**config.mk**
```make
export PLATFORM = sky130hd
export DESIGN_NAME = cvsc_regs
export DESIGN_NICKNAME = d
export VERILOG_FILES = /design/src/common/cvsc_pkg.sv /design/src/rtl/cvsc_sync.sv /design/src/rtl/cvsc_regs.sv
export VERILOG_INCLUDE_DIRS = /design/src /design/src/common
export SDC_FILE = /design/constraint.sdc
export NUM_CORES = 1
export LEC_CHECK = 0
export BUFFER_PORTS_ARGS = -buffer_cell sky130_fd_sc_hd__buf_2
export CAP_MARGIN = 25
export CORE_ASPECT_RATIO = 2
export CORE_UTILIZATION = 45
export DETAILED_ROUTE_END_ITERATION = 8
export PLACE_DENSITY = 0.67
export SYNTH_ARGS = -nofsm -noshare
export SYNTH_HDL_FRONTEND = slang
export SYNTH_SLANG_ARGS = --single-unit
```
**constraint.sdc**
```tcl
create_clock -name core_clk -period 3.4 [get_ports core_clk]
set_input_delay 0.34 -clock core_clk [delete_from_list [all_inputs] [get_ports core_clk]]
set_output_delay 0.34 -clock core_clk [all_outputs]
set_load 0.01 [all_outputs]
```
**src/common/cvsc_defs.svh**
```systemverilog
// Purpose: offsets, field positions and reset values of the cursor,
//          split-screen and colour register slice
// Assumes: word-wide plain register port, byte addresses as printed
// Notes:   control bits without a printed home live in cvsc_ctrl
`ifndef CVSC_DEFS_SVH
`define CVSC_DEFS_SVH

// =========================================================
// register offsets (byte addresses, low 16 bits)
`define CVSC_OFF_CURSOR_Y   16'h8358
`define CVSC_OFF_SS_CMP     16'h835c
`define CVSC_OFF_CUR_COLOR  16'h8360
`define CVSC_OFF_RSVD_A     16'h8364
`define CVSC_OFF_BORDER     16'h8368
`define CVSC_OFF_RSVD_B     16'h836c
`define CVSC_OFF_CTRL       16'h8380
`define CVSC_OFF_STATUS     16'h8384

// =========================================================
// field positions
`define CVSC_SKIP_HI        15
`define CVSC_SKIP_LO        11
`define CVSC_CURY_HI        9
`define CVSC_CURY_LO        0
`define CVSC_SSCMP_HI       10
`define CVSC_SSCMP_LO       0
`define CVSC_CLR1_HI        15
`define CVSC_CLR1_LO        8
`define CVSC_CLR0_HI        7
`define CVSC_CLR0_LO        0
`define CVSC_CTRL_SS_EN     0
`define CVSC_CTRL_CUR_EN    1
`define CVSC_CTRL_YCMP_EN   2
`define CVSC_CTRL_BPP8      3
`define CVSC_BDR_HI         7
`define CVSC_BDR_LO         0
`define CVSC_CTRL_HI        3
`define CVSC_CTRL_LO        0

// =========================================================
// reset values and sizes
`define CVSC_ZERO32         32'h0000_0000
`define CVSC_ZERO11         11'h000
`define CVSC_ZERO8          8'h00
`define CVSC_ZERO5          5'h00
`define CVSC_ZERO10         10'h000
`define CVSC_ZERO4          4'h0
`define CVSC_ONE11          11'h001
`define CVSC_PAT_LINES      6'h20

`endif

```
**src/common/cvsc_pkg.sv**
```systemverilog
// Purpose: shared types of the cursor, split-screen and colour slice
// Assumes: nothing
// Notes:   pixel class selects the palette index source
package cvsc_pkg;
  typedef enum logic [1:0] {
    CVSC_PIX_ACTIVE = 2'b00,
    CVSC_PIX_CUR0   = 2'b01,
    CVSC_PIX_CUR1   = 2'b10,
    CVSC_PIX_BORDER = 2'b11
  } cvsc_pix_e;
  typedef logic [10:0] cvsc_line_t;
endpackage

```
**src/rtl/cvsc_sync.sv**
```systemverilog
// Purpose: two-flop synchroniser for pin inputs
// Assumes: one clock, active-low asynchronous reset
// Notes:   the first stage feeds only the second
`timescale 1ns/1ns
`default_nettype none
module cvsc_sync #(
  parameter int W = 1
) (
  input  wire logic         core_clk,
  input  wire logic         nrst,
  input  wire logic         ce,
  input  wire logic [W-1:0] d,
  output var  logic [W-1:0] q
);
  logic [W-1:0] s1_r;
  logic [W-1:0] s1_nxt;
  logic [W-1:0] q_nxt;

  // =========================================================
  // next values
  always_comb begin
    s1_nxt = ce ? d : s1_r;
    q_nxt  = ce ? s1_r : q;
  end

  // two stages
  always_ff @(posedge core_clk or negedge nrst) begin
    if (!nrst) begin
      s1_r <= '0;
      q    <= '0;
    end else begin
      s1_r <= s1_nxt;
      q    <= q_nxt;
    end
  end
endmodule // cvsc_sync
`default_nettype wire

```
**src/rtl/cvsc_regs.sv**
```systemverilog
// Purpose: cursor vertical position, split-screen compare and colour
//          index registers with the scan-line logic that uses them
// Assumes: core_clk is the dot clock; pixel class pins come from the
//          pixel path outside and are synchronised here
// Notes:   read data stand one cycle after the read strobe
//
// How it works
// - row skip sets first shown pattern line
// - cursor row field gives cursor top line
// - cursor row field may act as compare
// - split compare field marks lower region start
// - split hit resets fetch address to zero
// - colour indices used only in 8-bit mode
// - cursor colour one index from bits 15:8
// - cursor colour zero index from bits 7:0
// - border index drives overscan pixels
// - scan-line counter holds current line, dot clock
`timescale 1ns/1ns
`default_nettype none
`include "cvsc_defs.svh"
module cvsc_regs #(
  parameter int LINE_W = 11,
  parameter int PAT_W  = 5
) (
  input  wire logic        core_clk,
  input  wire logic        nrst,
  input  wire logic        ce,
  input  wire logic [15:0] addr,
  input  wire logic [31:0] wdata,
  input  wire logic        wr,
  input  wire logic        rd,
  output var  logic [31:0] rdata,
  input  wire logic        line_start,
  input  wire logic        frame_start,
  input  wire logic [1:0]  pix_class,
  output var  logic [LINE_W-1:0] scanline_counter,
  output var  logic        fetch_addr_reset,
  output var  logic        line_compare_hit,
  output var  logic        cursor_line_active,
  output var  logic [PAT_W-1:0] cursor_pattern_row,
  output var  logic [7:0]  palette_index,
  output var  logic        palette_index_valid
);
  // =========================================================
  // synchronised pixel-path pins
  logic [3:0] pins_s;
  logic       ls_s;
  logic       fs_s;
  logic [1:0] pc_s;

  cvsc_sync #(.W(4)) u_sync (
    .core_clk (core_clk),
    .nrst     (nrst),
    .ce       (ce),
    .d        ({line_start, frame_start, pix_class}),
    .q        (pins_s)
  );
  assign ls_s = pins_s[3];
  assign fs_s = pins_s[2];
  assign pc_s = pins_s[1:0];

  // =========================================================
  // register file state
  logic [PAT_W-1:0]  row_skip_r,  row_skip_nxt;
  logic [9:0]        cur_row_r,   cur_row_nxt;
  logic [LINE_W-1:0] ss_cmp_r,    ss_cmp_nxt;
  logic [7:0]        clr1_r,      clr1_nxt;
  logic [7:0]        clr0_r,      clr0_nxt;
  logic [7:0]        border_r,    border_nxt;
  logic [3:0]        ctrl_r,      ctrl_nxt;
  logic [31:0]       rdata_nxt;
  logic              split_en;
  logic              cur_en;
  logic              ycmp_en;
  logic              bpp8;

  assign split_en = ctrl_r[`CVSC_CTRL_SS_EN];
  assign cur_en   = ctrl_r[`CVSC_CTRL_CUR_EN];
  assign ycmp_en  = ctrl_r[`CVSC_CTRL_YCMP_EN];
  assign bpp8     = ctrl_r[`CVSC_CTRL_BPP8];

  // register writes and read mux
  always_comb begin
    row_skip_nxt = row_skip_r;
    cur_row_nxt  = cur_row_r;
    ss_cmp_nxt   = ss_cmp_r;
    clr1_nxt     = clr1_r;
    clr0_nxt     = clr0_r;
    border_nxt   = border_r;
    ctrl_nxt     = ctrl_r;
    rdata_nxt    = `CVSC_ZERO32;
    if (wr) begin
      unique case (addr)
        `CVSC_OFF_CURSOR_Y: begin
          row_skip_nxt = wdata[`CVSC_SKIP_HI:`CVSC_SKIP_LO];
          cur_row_nxt  = wdata[`CVSC_CURY_HI:`CVSC_CURY_LO];
        end
        `CVSC_OFF_SS_CMP:    ss_cmp_nxt =
          wdata[`CVSC_SSCMP_HI:`CVSC_SSCMP_LO];
        `CVSC_OFF_CUR_COLOR: begin
          clr1_nxt = wdata[`CVSC_CLR1_HI:`CVSC_CLR1_LO];
          clr0_nxt = wdata[`CVSC_CLR0_HI:`CVSC_CLR0_LO];
        end
        `CVSC_OFF_BORDER:    border_nxt =
          wdata[`CVSC_BDR_HI:`CVSC_BDR_LO];
        `CVSC_OFF_CTRL:      ctrl_nxt   =
          wdata[`CVSC_CTRL_HI:`CVSC_CTRL_LO];
        default: ;
      endcase
    end
    if (rd) begin
      unique case (addr)
        `CVSC_OFF_CURSOR_Y:  rdata_nxt =
          {16'h0000, row_skip_r, 1'b0, cur_row_r};
        `CVSC_OFF_SS_CMP:    rdata_nxt = {21'h00_0000, ss_cmp_r};
        `CVSC_OFF_CUR_COLOR: rdata_nxt = {16'h0000, clr1_r, clr0_r};
        `CVSC_OFF_BORDER:    rdata_nxt = {24'h00_0000, border_r};
        `CVSC_OFF_CTRL:      rdata_nxt = {28'h000_0000, ctrl_r};
        `CVSC_OFF_STATUS:    rdata_nxt = {21'h00_0000, scanline_counter};
        default:             rdata_nxt = `CVSC_ZERO32;
      endcase
    end
  end

  // register file flops
  always_ff @(posedge core_clk or negedge nrst) begin
    if (!nrst) begin
      row_skip_r <= `CVSC_ZERO5;
      cur_row_r  <= `CVSC_ZERO10;
      ss_cmp_r   <= `CVSC_ZERO11;
      clr1_r     <= `CVSC_ZERO8;
      clr0_r     <= `CVSC_ZERO8;
      border_r   <= `CVSC_ZERO8;
      ctrl_r     <= `CVSC_ZERO4;
      rdata      <= `CVSC_ZERO32;
    end else if (ce) begin
      row_skip_r <= row_skip_nxt;
      cur_row_r  <= cur_row_nxt;
      ss_cmp_r   <= ss_cmp_nxt;
      clr1_r     <= clr1_nxt;
      clr0_r     <= clr0_nxt;
      border_r   <= border_nxt;
      ctrl_r     <= ctrl_nxt;
      rdata      <= rdata_nxt;
    end
  end

  // =========================================================
  // scan-line counter and compare logic
  logic [LINE_W-1:0] line_nxt;
  logic [LINE_W-1:0] cur_top;
  logic [5:0]        cur_span;
  logic [LINE_W-1:0] cur_delta;
  logic              in_cursor;
  logic              ss_hit;
  logic              y_hit;
  logic              fetch_nxt;
  logic              lch_nxt;
  logic              cla_nxt;
  logic [PAT_W-1:0]  row_nxt;

  assign cur_top   = {1'b0, cur_row_r};
  assign cur_span  = `CVSC_PAT_LINES - {1'b0, row_skip_r};
  assign cur_delta = scanline_counter - cur_top;
  assign in_cursor = (scanline_counter >= cur_top) &&
                     (cur_delta < {5'h00, cur_span});
  assign ss_hit    = split_en && (scanline_counter == ss_cmp_r);
  assign y_hit     = ycmp_en && (scanline_counter == cur_top);

  // next line, fetch reset and cursor row
  always_comb begin
    line_nxt = scanline_counter;
    if (fs_s) begin
      line_nxt = `CVSC_ZERO11;
    end else if (ls_s) begin
      line_nxt = scanline_counter + `CVSC_ONE11;
    end
    fetch_nxt = ls_s && ss_hit;
    lch_nxt   = ls_s && y_hit;
    cla_nxt   = cur_en && !ycmp_en && in_cursor;
    row_nxt   = row_skip_r + cur_delta[PAT_W-1:0];
  end

  // scan-line flops
  always_ff @(posedge core_clk or negedge nrst) begin
    if (!nrst) begin
      scanline_counter   <= `CVSC_ZERO11;
      fetch_addr_reset   <= 1'b0;
      line_compare_hit   <= 1'b0;
      cursor_line_active <= 1'b0;
      cursor_pattern_row <= `CVSC_ZERO5;
    end else if (ce) begin
      scanline_counter   <= line_nxt;
      fetch_addr_reset   <= fetch_nxt;
      line_compare_hit   <= lch_nxt;
      cursor_line_active <= cla_nxt;
      cursor_pattern_row <= row_nxt;
    end
  end

  // =========================================================
  // palette index path
  logic [7:0] pidx_nxt;
  logic       pval_nxt;

  // pick the index for the current pixel class
  always_comb begin
    pidx_nxt = `CVSC_ZERO8;
    pval_nxt = 1'b0;
    if (bpp8) begin
      unique case (cvsc_pkg::cvsc_pix_e'(pc_s))
        cvsc_pkg::CVSC_PIX_CUR1: begin
          pidx_nxt = clr1_r;
          pval_nxt = 1'b1;
        end
        cvsc_pkg::CVSC_PIX_CUR0: begin
          pidx_nxt = clr0_r;
          pval_nxt = 1'b1;
        end
        cvsc_pkg::CVSC_PIX_BORDER: begin
          pidx_nxt = border_r;
          pval_nxt = 1'b1;
        end
        cvsc_pkg::CVSC_PIX_ACTIVE: ;
      endcase
    end
  end

  // palette output flops
  always_ff @(posedge core_clk or negedge nrst) begin
    if (!nrst) begin
      palette_index       <= `CVSC_ZERO8;
      palette_index_valid <= 1'b0;
    end else if (ce) begin
      palette_index       <= pidx_nxt;
      palette_index_valid <= pval_nxt;
    end
  end
endmodule // cvsc_regs
`default_nettype wire

```
# [After elaboration in Yosys (flattened, before gate mapping)]
# Index checks and enable logic that the tools add are counted.
[totals] output_inout_bits=60 in_bits=57 word_cells=58 regBits=122
[classes] addsub=4 n_eq_ne=11 muxes=8 reduce_logical=16 n_lt_le_gt_ge=2
[op_table] cell="16-bit == test, second input constant" count=6
[op_table] cell="16-bit case mux with 6 select lines" count=1
[op_table] cell="8-bit case mux with 3 select lines" count=1
[op_table] cell="11-bit 2-to-1 mux" count=2
[op_table] cell="16-bit 2-to-1 mux" count=1
[op_table] cell="3-bit AND reduction" count=5
[op_table] cell="11-bit by 1-bit adder with 11-bit output, second input constant" count=1
[op_table] cell="11-bit by 10-bit == test with 1-bit output" count=1
[op_table] cell="11-bit == test" count=1
[op_table] cell="11-bit by 10-bit greater-or-equal comparator with 1-bit output" count=1
[op_table] cell="11-bit by 6-bit less-than comparator with 1-bit output" count=1
[op_table] cell="11-bit by 10-bit subtractor with 11-bit output" count=1
[op_table] cell="8-bit 2-to-1 mux" count=1
[op_table] cell="1-bit logical AND" count=7
[op_table] cell="6-bit by 5-bit subtractor with 6-bit output, first input constant" count=1
[op_table] cell="5-bit adder" count=1
[op_table] cell="2-bit == test, second input constant" count=2
[op_table] cell="3-bit OR reduction" count=1
[op_table] cell="2-bit by 1-bit == test with 1-bit output, second input constant" count=1
[op_table] cell="1-bit 2-to-1 mux" count=2
[op_table] cell="2-bit AND reduction" count=1
[op_table] cell="2-bit nonzero test" count=1
[op_table] cell="1-bit zero test" count=1

# [Depth between registers and ports, before layout]
[depth] ltp_word=4 depth_mapped=13 ltp_nobuf=13

# [Cells and area by module]
# From an unflattened synthesis, not the netlist that was laid out.
[unflattened] cells_unflattened=518 hier_area_um2=5803.1
[modules_own_cells] module="cvsc_regs" area_each_um2=5471.5 seq_area_each_um2=2452.4 cells_per_inst=501 n_inst=1
[modules_own_cells] module="cvsc_sync" area_each_um2=331.6 seq_area_each_um2=200.2 cells_per_inst=17 n_inst=1

# [Least setup slack after synthesis]
# Ideal clock, no wire load.
[synth_timing] path_type="register to register" start="register scanline_counter[0]" end="register cursor_line_active" required_time_ns=3.290 period_less_slack_ns=2.590 path_stages_with_launch=12 setup_slack_ns=0.810 setup_time_ns=0.110 arrival_time_ns=2.479 path_buffers=0 cell_sequence="dfrtp_1 inv_1 ha_1 fa_1 nor2b_1 o21ai_0 a21oi_1 ha_1 o21a_1 o21ai_0 nand3_1 o41ai_1"
[synth_between] elab_chain_len=4 elab_cells_between_ends=5 cone_classes="add/sub: 1; order compare: 2; reduce/logical: 2"
[synth_lines] item="start, declared" line="cvsc_regs.sv:36" text="output var logic [LINE_W-1:0] scanline_counter,"
[synth_lines] item="start signal, assigned" line="cvsc_regs.sv:187" text="scanline_counter <= `CVSC_ZERO11;"
[synth_lines] item="start signal, assigned" line="cvsc_regs.sv:193" text="scanline_counter <= line_nxt;"
[synth_lines] item="11-bit by 10-bit subtractor with 11-bit output" line="cvsc_regs.sv:164" text="assign cur_delta = scanline_counter - cur_top;"
[synth_lines] item="11-bit by 6-bit less-than comparator with 1-bit output" line="cvsc_regs.sv:166" text="(cur_delta < {5'h00, cur_span});"
[synth_lines] item="1-bit logical AND *" line="cvsc_regs.sv:165" text="assign in_cursor = (scanline_counter >= cur_top) &&"
[synth_lines] item="1-bit logical AND *" line="cvsc_regs.sv:180" text="cla_nxt = cur_en && !ycmp_en && in_cursor;"
[synth_lines] item="end signal, assigned" line="cvsc_regs.sv:196" text="cursor_line_active <= cla_nxt;"
[synth_lines] item="end, declared" line="cvsc_regs.sv:39" text="output var logic cursor_line_active,"
# Mark *: on every way between the ends. The rest lies on a longest branch, timed or not.
# A chain may end at the register's enable or synchronous reset.

# [Final worst setup path]
# Ends and elaborated chain as after synthesis.

==> impl_results.md <==
- Outcome: finished, violations left
- Failing checks: hold timing
- Post-Syn Area per Cell: 11.5 sq um
- Slew Limit Fails: 0
- Max Fclk: 313 MHz
- Gr ovfl total: 0
- Worst-path clk slew: roughly 0.070 ns
- CTS Buf Count: 9
- Worst hold margin: -0.0120 ns
- Mapped Area: 0.00581 sq mm
- Crit-path slowest cell: dfrtp_1
- Primary FF master, synth: dfrtp_1
- First-pass GRT wire length: between 20000 and 25000 um
- Pleak: between 3 and 4 nW
- Worst IR Drop VDD: 0.313 mV
- Crit. End Element: flip-flop
- Vias in the first global route: 4699
- Unrepaired setup endpoints after global routing: false
- Total track usage: 25.0%
- Initial Util: ~46%
- Max_slew headroom: 53.3%
- N_diodes: 0
- Post-CTS setup buffers: 0
- Iteration-0 DRC Markers: 261
- Max Cap Violations: 0
- Kind of critical path: reg -> reg
- Final Wtd Congestion: approximately 0.86
- Async S/R FF share, synth: 100%
- Crit-path cells: inv_1, ha_1, fa_1, nor2b_1, o21ai_0, a21oi_1, ha_1, o21a_1, o21ai_0, nand3_1, o41ai_1
- Clk root buf: clkbuf_16
- Total core area: 0.0126 sq mm
- Seq cells post-synth: approximately 110
- Worst skew pair latency: 0.36 ns
- DIE AREA: 0.0134 sq mm
- Hold Vio Cnt, Final: 13
- Mapped Cells: 503
- HP Class: in -> async
- # fillers: 1129
- Startpoint Class: flip-flop
- P&R area growth vs syn: 14.2%
- Period utilization: 93.9%
- Clk buf depth: 2
- Row count: 58
- CTS H-tree lvls: 3
- Kind of cell adding the most delay to the critical path: compound AO/OA/AOI/OAI gates
- Cts hold-fix bufs: 0
- Setup TNS: 0 ns
- Final wirelength: 15300 um
- Vias post-DR: approximately 4400
- Worst Skew: 0.0108 ns
- Final antenna-violating net count: 0
- Synth cell types: 55
- Drt pass-1 iters: 6
- Slew @ Worst Pin: 0.697 ns
- Seq/Total Area, Yosys: 45.7%
- Final setup viols: 0
- I/O Buffers: 84
- Worst path max stage delay: 0.47 ns
- Initial antenna violation count: 0
- CTS tree: yes
- Synthesis Warnings: 0
- Arrival @ worst endpoint: 3.44 ns
- Tmin final: 3.19 ns
- DP HPWL: about 12000 um
- EDFF count, synth: 0
- Critical path fanouts, max: 6
- Largest net degree at the start of global routing: 48
- Post-DR vias/cell: slightly below 6
- Nets: 667
- CP required: 3.65 ns
- IO Pins: 117
- Mean routed wirelength per cell: 20.7 um
- Residual DRC: 0
- Total clock sinks: around 110
- Share of layout cells above drive strength 1: 33.2%
- Pwr dens: between 400 and 500 mW/mm^2
- Die width: 82.3 um
- Height of the die: 163 um
- CTS resizes: 0
- Crit path buf inv count: 1
[synthesized netlist by cell type (4+ instances only)]
| library cell | n | share of area [%] |
|---|---|---|
| buf_1 | 4 | 0.26 |
| buf_2 | 4 | 0.34 |
| clkbuf_1 | 12 | 0.78 |
| o2bb2ai_1 | 18 | 2.7 |
| nor3_1 | 4 | 0.34 |
| a22oi_1 | 17 | 2.2 |
| a21oi_1 | 26 | 2.2 |
| nor2_1 | 18 | 1.2 |
| ha_1 | 22 | 4.7 |
| mux2_4 | 10 | 2.6 |
| a222oi_1 | 8 | 1.4 |
| nand4_1 | 7 | 0.75 |
| nor4_1 | 4 | 0.43 |
| xor2_1 | 16 | 2.4 |
| buf_4 | 16 | 2.1 |
| mux2_2 | 66 | 13 |
| nand2_1 | 21 | 1.4 |
| xnor2_1 | 12 | 1.8 |
| nand3_1 | 7 | 0.60 |
| inv_1 | 24 | 1.6 |
| dfrtp_1 | 106 | 46 |
| o21ai_0 | 16 | 1.4 |
| a221oi_1 | 7 | 1.1 |
| a21o_1 | 8 | 1.0 |
[per-layer routing]
layer	vias up	routed length [um]	GRT usage (%)
met5	-	0	0
met4	0	808	15.2
met3	49	604	3.70
met2	150	8570	44.3
met1	2207	5350	26.8
li1	2002	-	-
[state kept, by name (all words and copies together) (netlist names), 4 cells and up]
register / count
cur_row_r: 10
clr1_r: 8
ctrl_r: 4
u_sync.q: 4
palette_index: 8
row_skip_r: 5
cursor_pattern_row: 5
ss_cmp_r: 11
clr0_r: 8
rdata: 16
border_r: 8
u_sync.s1_r: 4
scanline_counter: 11
[kinds of logic after synthesis]
group | count (synthesis) | synth area share, %
multiplexers | 78 | 15.7
other | 1 | 0.0646
buffers and inverters | 61 | 5.19
flip-flops | 106 | 45.7
AO/OA/AOI/OAI | 114 | 14.0
adder cells (fa/ha/maj) | 24 | 5.43
AND/OR/NAND/NOR | 91 | 9.72
XOR/XNOR | 28 | 4.22
[power breakdown]
part / switching [W] / internal [W] / total (W)
Combinational: 0.000259 / 0.000187 / 0.000445
Clock: 0.000513 / 0.000517 / 0.00103
Sequential: 0.0000564 / 0.00130 / 0.00136
Total: 0.000828 / 0.00201 / 0.00283
[cell usage in the layout (no fill, tap or decap), types with 8 or more instances in the layout]
cell type / instances
a21oi_1: 26
mux2_2: 66
xnor2_1: 12
clkbuf_16: 9
nand2_1: 21
dfrtp_1: 106
ha_1: 22
mux2_4: 10
nor2_1: 18
conb_1: 16
a21o_1: 8
o21ai_0: 16
xor2_1: 16
a22oi_1: 17
inv_1: 24
buf_4: 11
buf_2: 83
o2bb2ai_1: 18
a222oi_1: 8
[path summary, 6_finish.rpt]
check | from | to | cells after the start | slack (ns)
setup / recovery | scanline_counter[0]$_DFFE_PN0P_ | cursor_line_active$_DFFE_PN0P_ | 11 | 0.21
hold / removal | nrst | rdata[5]$_DFFE_PN0P_ | 1 | -0.01
setup reg to reg | scanline_counter[0]$_DFFE_PN0P_ | cursor_line_active$_DFFE_PN0P_ | 11 | 0.21
hold reg to reg | rdata[4]$_DFFE_PN0P_ | rdata[4]$_DFFE_PN0P_ | 1 | 0.48
max in group asynchronous | nrst | clr1_r[6]$_DFFE_PN0P_ | 2 | 2.57
min in group core_clk | pix_class[1] | u_sync.s1_r[1]$_DFFE_PN0P_ | 2 | 0.21
[layout make-up]
class	count	area [sq um]	share of cell area (%)
multi-input cells	351	2910	43.9
flip-flops and latches	106	2650	40.0
repair buffers	94	498	7.51
clock buffers	9	225	3.40
well taps	150	188	2.83
inverters	24	90.1	1.36
clock inverters	7	67.6	1.02
[through the flow]
stage / setup slack [ns] / power [W] / std cells / area, sq um / utilization (%)
CTS: 0.301 / 0.00286 / 741 / 6630 / 52.8
detailed placement: 0.332 / 0.00183 / 725 / 6340 / 50.5
floorplan: 0.810 / 0.00166 / 518 / 5860 / -
finish: 0.208 / 0.00283 / 741 / 6630 / 52.8
global placement: 0.407 / 0.00182 / 725 / 6340 / 50.5
global route: 0.0410 / 0.00297 / 741 / 6630 / 52.8
(Power assumes the default switching activity.)
